[src/ivp_cfg.svh]
// constants for the interrupt vector priority block
`ifndef IVP_CFG_SVH
`define IVP_CFG_SVH
`define IVP_NUM_SRC      17
`define IVP_VEC_RTC      16'hFFDA
`define IVP_VEC_ADC      16'hFFDC
`define IVP_VEC_KEYPAD   16'hFFDE
`define IVP_VEC_SER_TX   16'hFFE0
`define IVP_VEC_SER_RX   16'hFFE2
`define IVP_VEC_SER_ERR  16'hFFE4
`define IVP_VEC_SPI_RX   16'hFFE6
`define IVP_VEC_SPI_TX   16'hFFE8
`define IVP_VEC_T2_OVF   16'hFFEA
`define IVP_VEC_T2_CH1   16'hFFEC
`define IVP_VEC_T2_CH0   16'hFFEE
`define IVP_VEC_T1_OVF   16'hFFF0
`define IVP_VEC_T1_CH1   16'hFFF2
`define IVP_VEC_T1_CH0   16'hFFF4
`define IVP_VEC_PLL      16'hFFF6
`define IVP_VEC_LVI      16'hFFF8
`define IVP_VEC_EXT_IRQ  16'hFFFA
`define IVP_VEC_SWI      16'hFFFC
`define IVP_VEC_RESET    16'hFFFE
`define IVP_SP_RESET     16'h00FF
`define IVP_STACK_BYTES  3'h5
`define IVP_LAST_BYTE    3'h4
`define IVP_VEC_LOW_BIT  16'h0001
`endif

[src/ivp_pkg.sv]
// types shared by the interrupt vector priority block
package ivp_pkg;
  typedef enum logic [1:0] {
    IVP_IDLE  = 2'b00,
    IVP_STACK = 2'b01,
    IVP_VEC_H = 2'b10,
    IVP_VEC_L = 2'b11
  } ivp_state_t;

  typedef struct packed {
    logic        req;
    logic        software_interrupt_opcode;
    logic [16:0] pend;
  } ivp_sel_in_t;
endpackage

[src/ivp_sel_if.sv]
// request carrier between sequencer and priority selector
`timescale 1ns/1ps
interface ivp_sel_if;
  import ivp_pkg::*;
  logic [16:0] pend;
  logic        software_interrupt_opcode;
  logic        any;
  logic [15:0] vec;
  modport seq (output pend, output software_interrupt_opcode, input any, input vec);
  modport sel (input pend, input software_interrupt_opcode, output any, output vec);
endinterface

[src/ivp_prio_sel.sv]
// fixed priority selector: pending sources to vector address
`timescale 1ns/1ps
`include "ivp_cfg.svh"
module ivp_prio_sel
  import ivp_pkg::*;
(
  ivp_sel_if.sel s
);
  // bit 0 external irq ... bit 16 rtc; lower index ranks higher
  function automatic logic [15:0] pick(input logic [16:0] p, input logic software_interrupt_opcode);
    logic [15:0] v;
    v = `IVP_VEC_RTC;
    if (software_interrupt_opcode)         v = `IVP_VEC_SWI;
    else if (p[0])   v = `IVP_VEC_EXT_IRQ;
    else if (p[1])   v = `IVP_VEC_LVI;
    else if (p[2])   v = `IVP_VEC_PLL;
    else if (p[3])   v = `IVP_VEC_T1_CH0;
    else if (p[4])   v = `IVP_VEC_T1_CH1;
    else if (p[5])   v = `IVP_VEC_T1_OVF;
    else if (p[6])   v = `IVP_VEC_T2_CH0;
    else if (p[7])   v = `IVP_VEC_T2_CH1;
    else if (p[8])   v = `IVP_VEC_T2_OVF;
    else if (p[9])   v = `IVP_VEC_SPI_TX;
    else if (p[10])  v = `IVP_VEC_SPI_RX;
    else if (p[11])  v = `IVP_VEC_SER_ERR;
    else if (p[12])  v = `IVP_VEC_SER_RX;
    else if (p[13])  v = `IVP_VEC_SER_TX;
    else if (p[14])  v = `IVP_VEC_KEYPAD;
    else if (p[15])  v = `IVP_VEC_ADC;
    else             v = `IVP_VEC_RTC;
    return v;
  endfunction

  // highest ranked pending source wins
  assign s.vec = pick(s.pend, s.software_interrupt_opcode);
  assign s.any = s.software_interrupt_opcode | (|s.pend);
endmodule

[src/ivp_top.sv]
// interrupt vector selection and stacking sequencer
// What this block does
// rtc_flag ranks lowest; vector at FFDA high, FFDB low.
// adc_done_flag ranks above rtc; vector at FFDC.
// serial_tx_flag at FFE0 ranks above keypad_flag at FFDE.
// serial_rx_flag at FFE2, just above serial transmit.
// serial_err_flag at FFE4, just above serial receive.
// spi_rx_flag at FFE6, just above serial error.
// spi_tx_flag at FFE8, just above spi receive.
// timer_two_ovf_flag at FFEA, just above spi transmit.
// timer_two_ch1_flag at FFEC, just above timer two overflow.
// timer_two_ch0_flag at FFEE, just above timer two channel 1.
// timer_one_ovf_flag at FFF0, just above timer two channel 0.
// timer_one_ch1_flag at FFF2, just above timer one overflow.
// ch0 FFF4, then pll, low voltage, external irq, software, reset highest.
// interrupt entry pushes five register bytes before vector fetch.
// upper index register is never stacked.
// reset loads 16-bit stack pointer with 00FF.
// each push decrements the stack pointer; a pull increments it only when idle, with no sp_load or in_reset_fetch in the same cycle.
// simultaneous pending sources yield the highest ranked vector.
`timescale 1ns/1ps
`include "ivp_cfg.svh"
module ivp_top
  import ivp_pkg::*;
(
  input  wire logic        clk,
  input  wire logic        nrst,
  input  wire logic [16:0] src_flag,
  input  wire logic [16:0] src_enable,
  input  wire logic        global_mask,
  input  wire logic        swi_req,
  input  wire logic        in_reset_fetch,
  input  wire logic        sp_load,
  input  wire logic [15:0] sp_load_value,
  input  wire logic        pull_byte,
  input  wire logic        step,
  output logic             int_active,
  output logic             push_strobe,
  output logic [15:0]      push_addr,
  output logic [2:0]       push_index,
  output logic             fetch_strobe,
  output logic [15:0]      fetch_addr,
  output logic [15:0]      stack_ptr,
  output logic [15:0]      taken_vector
);

  typedef struct packed {
    ivp_state_t  st;
    logic [2:0]  cnt;
    logic [15:0] sp;
    logic [15:0] vec;
    logic        push;
    logic [15:0] paddr;
    logic        fetch;
    logic [15:0] faddr;
    logic        active;
  } ivp_regs_t;

  ivp_regs_t r;
  ivp_regs_t next_r;

  ivp_sel_if sel_bus ();

  // only enabled flags compete; the global mask blocks maskable ones
  assign sel_bus.pend = src_flag & src_enable & {`IVP_NUM_SRC{~global_mask}};
  assign sel_bus.software_interrupt_opcode  = swi_req;

  ivp_prio_sel u_sel (
    .s (sel_bus)
  );

  // sequencer: stack five bytes, then fetch vector high and low
  always_comb begin
    next_r       = r;
    next_r.push  = 1'b0;
    next_r.fetch = 1'b0;
    if (in_reset_fetch) begin
      // reset vector outranks all, no stacking
      next_r.vec    = `IVP_VEC_RESET;
      next_r.st     = IVP_VEC_H;
      next_r.active = 1'b1;
      next_r.cnt    = 3'h0;
    end else begin
      case (r.st)
        IVP_IDLE: begin
          if (sp_load) begin
            next_r.sp = sp_load_value; // software may move the stack anywhere
          end else if (pull_byte) begin
            next_r.sp = r.sp + 16'h0001;
          end
          if (sel_bus.any) begin
            next_r.vec    = sel_bus.vec;
            next_r.st     = IVP_STACK;
            next_r.cnt    = 3'h0;
            next_r.active = 1'b1;
          end
        end
        IVP_STACK: begin
          // five bytes: pcl, pch, x, a, ccr; upper index skipped
          if (step) begin
            next_r.push  = 1'b1;
            next_r.paddr = r.sp;
            next_r.sp    = r.sp - 16'h0001;
            next_r.cnt   = r.cnt + 3'h1;
            if (r.cnt == `IVP_LAST_BYTE) begin
              next_r.st = IVP_VEC_H;
            end
          end
        end
        IVP_VEC_H: begin
          if (step) begin
            next_r.fetch = 1'b1;
            next_r.faddr = r.vec;
            next_r.st    = IVP_VEC_L;
          end
        end
        IVP_VEC_L: begin
          if (step) begin
            next_r.fetch  = 1'b1;
            next_r.faddr  = r.vec | `IVP_VEC_LOW_BIT;
            next_r.st     = IVP_IDLE;
            next_r.active = 1'b0;
          end
        end
        default: begin
          next_r.st = IVP_IDLE;
        end
      endcase
    end
  end

  // state register; stack pointer restarts at its reset location
  always_ff @(posedge clk or negedge nrst) begin
    if (!nrst) begin
      r        <= '0;
      r.st     <= IVP_IDLE;
      r.sp     <= `IVP_SP_RESET;
    end else begin
      r <= next_r;
    end
  end

  assign int_active   = r.active;
  assign push_strobe  = r.push;
  assign push_addr    = r.paddr;
  assign push_index   = r.cnt;
  assign fetch_strobe = r.fetch;
  assign fetch_addr   = r.faddr;
  assign stack_ptr    = r.sp;
  assign taken_vector = r.vec;
endmodule

[config.mk]
export PLATFORM = sky130hd
export DESIGN_NAME = ivp_top
export DESIGN_NICKNAME = d
export VERILOG_FILES = /design/src/ivp_pkg.sv /design/src/ivp_sel_if.sv /design/src/ivp_prio_sel.sv /design/src/ivp_top.sv
export VERILOG_INCLUDE_DIRS = /design/src
export SDC_FILE = /design/constraint.sdc
export NUM_CORES = 1
export LEC_CHECK = 0
export ABC_AREA = 1
export CAP_MARGIN = 30
export CORE_MARGIN = 2
export CORE_UTILIZATION = 60
export CTS_BUF_LIST = sky130_fd_sc_hd__clkbuf_4 sky130_fd_sc_hd__clkbuf_8
export DETAILED_ROUTE_END_ITERATION = 8
export DONT_BUFFER_PORTS = 1
export GPL_TIMING_DRIVEN = 0
export PLACE_DENSITY = 0.76
export SYNTH_ARGS = -nofsm -noshare
export SYNTH_HDL_FRONTEND = slang
export SYNTH_SLANG_ARGS = --single-unit
[constraint.sdc]
create_clock -name clk -period 2.95 [get_ports clk]
set_clock_uncertainty 0.1 [all_clocks]
set_input_delay 0.59 -clock clk [delete_from_list [all_inputs] [get_ports clk]]
set_output_delay 0.59 -clock clk [all_outputs]
set_load 0.1 [all_outputs]
# [Yosys cells after proc, flatten, opt, wreduce, memory -nomap -nowiden]
# Cells that the tools add are included.
[classes] addsub=3 n_eq_ne=13 n_mux=39 bitwise=5 reduce_logical=15
[ops] operator="16-bit two-way mux" count=21
[ops] operator="17-bit two-way mux" count=3
[ops] operator="19-bit case mux with 2 select lines" count=1
[ops] operator="17-bit AND" count=2
[ops] operator="34-bit two-way mux" count=1
[ops] operator="17-bit case mux with 2 select lines" count=1
[ops] operator="21-bit two-way mux" count=1
[ops] operator="18-bit two-way mux" count=1
[ops] operator="3-bit inequality test, second input constant" count=6
[ops] operator="17-bit OR reduction" count=1
[ops] operator="16-bit by 1-bit adder with 16-bit output, second input constant" count=1
[ops] operator="16-bit by 1-bit subtractor with 16-bit output, second input constant" count=1
[ops] operator="5-bit two-way mux" count=2
[ops] operator="3-bit AND reduction" count=3
[ops] operator="2-bit case mux with 4 select lines" count=1
[ops] operator="4-bit AND reduction" count=2
[ops] operator="2-bit nonzero test" count=4
[ops] operator="2-bit two-way mux" count=3
[ops] operator="2-bit inequality test, second input constant" count=3
[ops] operator="3-bit nonzero test" count=2
[ops] operator="5-bit AND reduction" count=1
[ops] operator="2-bit == test, second input constant" count=2
[ops] operator="3-bit by 1-bit adder with 3-bit output, second input constant" count=1
[ops] operator="3-bit == test, second input constant" count=1
[ops] operator="other kinds (8)" count=10
[totals] reg_bits=72 output_inout_bits=70

# [Logic depth before layout (Yosys ltp)]
[depth] word_depth=22 depth_mapped=19 ltp_nobuf=19

# [Hierarchy]
# From an unflattened synthesis, not the netlist that was laid out.
[unflattened] cells_unflattened=687 area_unflattened_um2=4848.4
[modules_own_cells] module="ivp_top" instances=1 cells_per_inst=618 area_each_um2=4523.1
[modules_own_cells] module="ivp_prio_sel" instances=1 cells_per_inst=69 area_each_um2=325.3

# [Least setup slack after synthesis]
# OpenSTA, ideal clock, no wires.
[synth_path] path_type="register to register" start="reg r (netlist bit stack_ptr[0])" end="reg r (netlist bit stack_ptr[14])" arrival_time_ns=1.813 t_required_ns=2.720 slack_ns=0.907 path_stages_with_launch=12 n_path_buf=0 period_less_slack_ns=2.043 path_cell_list="dfstp_2 ha_1 nand2_1 nor2_2 nand3_1 nor3_2 nand3_1 nor2_1 nand3_1 xor2_1 o21ai_1 a22oi_1"
[synth_via] elab_chain_len=4
[synth_rtl] item="start, declared" line_no="ivp_top.sv:59" source="ivp_regs_t r;"
[synth_rtl] item="start signal, assigned" line_no="ivp_top.sv:139" source="r <= next_r;"
[synth_rtl] item="16-bit by 1-bit adder with 16-bit output" line_no="ivp_top.sv:89" source="next_r.sp = r.sp + 16'h0001;"
[synth_rtl] item="16-bit two-way mux" line_no="ivp_top.sv:88" source="end else if (pull_byte) begin"
[synth_rtl] item="16-bit two-way mux" line_no="ivp_top.sv:86" source="if (sp_load) begin"
[synth_rtl] item="19-bit case mux with 2 select lines (*)" line_no="ivp_top.sv:84" source="case (r.st)"
# Every way passes the cells marked *; elsewhere a longest branch is shown, timed or not. The select of a mux whose other input is x is not followed.
# A chain may end at the register's enable or synchronous reset.

# [Worst setup path after layout]
[layout_path] start="reg r[71] (netlist name)" end="reg r (netlist bit stack_ptr[8])"
[layout_via] elab_chain_len=3
[layout_rtl] item="2-bit by 1-bit == test with 1-bit output or 2-bit logical NOT (tied branches)" line_no="ivp_top.sv:84"
[layout_rtl] item="2-bit inequality test (no source line) (tied with other cells)"
[layout_rtl] item="4-bit AND reduction (no source line)"
# Several ways; a longest one is shown, not always the timed one.

==> impl_metrics.ini <==
[grt]
initial_antenna_violation_count = 0
grt_pass1_vias = 2875
grt_max_degree = 46
leftover_overflow_at_the_end_of_global_routing = 0
grt_use_total_pct = 24.4
grt_pass1_wl_mm = 13.9

[worst_setup_path]
ff2ff_setup_slack_ns = 0.48
kind_of_start_point_of_the_critical_path = flip-flop
worst_r2r_path_depth = 13
worstPathArrival_ns = 2.60
r2r-end = stack_ptr[8]
setup.worst_path.end_class = flip-flop
critPathKind = flip-flop to flip-flop
data_required_time_of_the_critical_path_ns = 3.08
max_fanout_on_critical_path = 10
worstReg2RegStart = r[71]

[logic_synthesis]
synth-edff-count = 0
synth_top_cell_by_area = sky130_fd_sc_hd__dfrtp_1
synth_cell_types = 43
mappedNetlistNets = 563
synth_area_sq_um = 3770
synth.top_cell.area_share_pct = 29.9
synth.top_cells.by_area = sky130_fd_sc_hd__dfrtp_1 (30%), sky130_fd_sc_hd__buf_4 (13%), sky130_fd_sc_hd__nand2_1 (9.6%)
post_synth_inst_count = 496
yosysSeqAreaShare_pct = 35.5
share_of_flip_flops_with_an_asynchronous_set_or_reset_pct = 100
ys.warnings.count = 0
synthesis.area_per_instance_sq_um = 7.59
ys_dominant_reg_cell = sky130_fd_sc_hd__dfrtp_1
ys_seq_elements = 53

[timing]
worst_hold_slack_ns = 0.0155
unrepaired_setup_endpoints_after_global_routing = false
final.setup.tns_ns = 0
final-max-slew-violation-count = 0
setup_viol_count_final = 0
period_share_pct = 83.8
finalWorstPathRequiredPeriod_ns = 2.47
worst_slew_margin_rel_pct = 40.3
finalWorstSetupSlack_ns = 0.477
timing_worst_slew_pin_value_ns = 0.895
finalHoldViolations = 0
max_clock_freq_mhz = 404

[placed_design]
io_buffers = 0
finalWeightedCongestion = 0.884
numPlacedInstances = 571
estimated_wirelength_of_the_detail_placed_design_mm = 6.23
pre_cts_ws_ns = 0.526

[clocking]
cts_made_buffers = 5
cts_max_level = 2
cts.clk_slew.worst_paths_ns = 0.10
tritoncts = yes
clk_path_buf_depth = 2
post_cts_resized = 0
clock_latency_ns = 0.31
cts-root-buf = sky130_fd_sc_hd__clkbuf_8
cts_num_sinks = 53

[floorplanning]
initial_utilization_pct = 62.9
placement_rows = 28
fp.coreArea_sq_um = 5990
die_area_sq_um = 6930
io_pins = 128
die_width_um = 83.2
die_y_um = 83.2

[cells_and_area]
layout_commonest_cell = sky130_fd_sc_hd__nand2_1
post_layout_nonfiller_instances = 580
fill_cells = 532
nNetsFinal = 571
most_frequent_cells_in_the_layout = sky130_fd_sc_hd__nand2_1 (96), sky130_fd_sc_hd__buf_4 (67), sky130_fd_sc_hd__o21ai_0 (53)
antenna-diode-count = 0
layout-area-overhead-vs-synth_pct = 5.91
post_route_cells_drive_above_1_share_pct = 23.8

[drt]
wire_length_per_cell_after_detailed_routing_um = 14.5
first_iter_violations = 156
totalWireLength_mm = 8.42
detailroute.via_count = 3094
antenna_violating_nets_post_route = 0
drt-vias-per-instance = 5.33
drc_violation_count_after_routing = 0
drt-pass1-iter-count = 4

[status]
status = finished, final reports clean

[job]
max_cap_violations = 0

[min_path]
worstHoldPathType = primary input to asynchronous set/reset pin
[per-stage QoR]
stage          cell area, sq um  utilization (%)
6_report                   3990             66.6
5_1_grt                    3990             66.6
4_1_cts                    3990             66.6
3_5_place_dp               3860             64.4
3_3_place_gp               3860             64.4
2_1_floorplan              3770                -
[sequential cells by signal (all words and copies together) (netlist names)]
register      flops
push_index        3
r                 2
push_strobe       1
push_addr        16
taken_vector      6
int_active        1
stack_ptr        16
fetch_addr        7
fetch_strobe      1
[worst max-delay path by stage]
stage	endpoint	depth (start not counted)	slack, ns	startpoint
3_3_place_gp	stack_ptr[8]	13	0.57	r[71]
2_1_floorplan	stack_ptr[14]	11	0.91	stack_ptr[0]
5_1_grt	stack_ptr[11]	13	0.24	r[71]
4_1_cts	stack_ptr[8]	13	0.48	r[71]
6_report	stack_ptr[8]	13	0.48	r[71]
3_5_place_dp	stack_ptr[8]	13	0.53	r[71]
[final cells by class]
class | instances | area, sq um | area share, %
well taps | 75 | 93.8 | 2.35
repair buffers | 1 | 27.5 | 0.690
flip-flops and latches | 53 | 1340 | 33.5
plain buffers | 77 | 553 | 13.9
clock buffers | 7 | 96.3 | 2.42
clock inverters | 1 | 5.00 | 0.125
multi-input cells | 315 | 1690 | 42.3
inverters | 51 | 191 | 4.80
[cell usage after synthesis, types with 2 or more instances]
| master | n |
|---|---|
| sky130_fd_sc_hd__ha_1 | 9 |
| sky130_fd_sc_hd__a32oi_1 | 3 |
| sky130_fd_sc_hd__dfrtp_1 | 45 |
| sky130_fd_sc_hd__nor2_2 | 7 |
| sky130_fd_sc_hd__inv_2 | 8 |
| sky130_fd_sc_hd__nand3_2 | 4 |
| sky130_fd_sc_hd__inv_1 | 42 |
| sky130_fd_sc_hd__o221ai_1 | 3 |
| sky130_fd_sc_hd__nor3_2 | 3 |
| sky130_fd_sc_hd__o31ai_1 | 2 |
| sky130_fd_sc_hd__nor2_1 | 47 |
| sky130_fd_sc_hd__o2111ai_1 | 6 |
| sky130_fd_sc_hd__nand2_1 | 96 |
| sky130_fd_sc_hd__buf_4 | 67 |
| sky130_fd_sc_hd__o21ai_0 | 53 |
| sky130_fd_sc_hd__dfstp_2 | 8 |
| sky130_fd_sc_hd__a21oi_1 | 16 |
| sky130_fd_sc_hd__a31oi_1 | 4 |
| sky130_fd_sc_hd__nand3_1 | 25 |
| sky130_fd_sc_hd__xor2_1 | 14 |
| sky130_fd_sc_hd__nand4_1 | 2 |
| sky130_fd_sc_hd__nor3_1 | 4 |
| sky130_fd_sc_hd__buf_2 | 3 |
| sky130_fd_sc_hd__clkbuf_1 | 5 |
| sky130_fd_sc_hd__nand2_2 | 2 |
[worst max-delay path: stages (launching register included)]
cell,delay (ns)
sky130_fd_sc_hd__dfrtp_1,0.42
sky130_fd_sc_hd__inv_1,0.12
sky130_fd_sc_hd__ha_1,0.31
sky130_fd_sc_hd__inv_2,0.17
sky130_fd_sc_hd__nor2_2,0.15
sky130_fd_sc_hd__inv_1,0.08
sky130_fd_sc_hd__nor2_2,0.12
sky130_fd_sc_hd__inv_2,0.11
sky130_fd_sc_hd__o21ai_2,0.06
sky130_fd_sc_hd__o31ai_1,0.17
sky130_fd_sc_hd__buf_2,0.24
sky130_fd_sc_hd__nor2_1,0.13
sky130_fd_sc_hd__o221ai_1,0.12
sky130_fd_sc_hd__o21ai_0,0.09
[repair_timing]
item,in CTS,in global routing
endpoints found under the hold margin,45,0
buffers inserted,0,0
hold buffers,1,0
[layer usage]
| metal | part of all wire, % | track usage, % | vias to the layer above |
|---|---|---|---|
| li1 | - | - | 1576 |
| met1 | 44 | 34.2 | 1389 |
| met2 | 46 | 39.6 | 119 |
| met3 | 8.0 | 4.27 | 10 |
| met4 | 1.2 | 5.51 | 0 |
| met5 | 0 | 0 | - |
[logic make-up (layout without fill, tap and decap cells)]
| kind of cell | Yosys count | in the layout | share of synthesized area (%) |
|---|---|---|---|
| xor+xnor | 14 | 14 | 3.26 |
| compound gates | 94 | 94 | 14.5 |
| buf+inv | 128 | 137 | 19.8 |
| flops | 53 | 53 | 35.5 |
| fa+ha+maj | 9 | 9 | 2.99 |
| other cells | 1 | 1 | 0.0996 |
| simple gates | 197 | 197 | 23.9 |
Power is left out: the tool's default activity adds up to more than one toggle a clock period on the data nets, which glitch-free logic cannot reach.
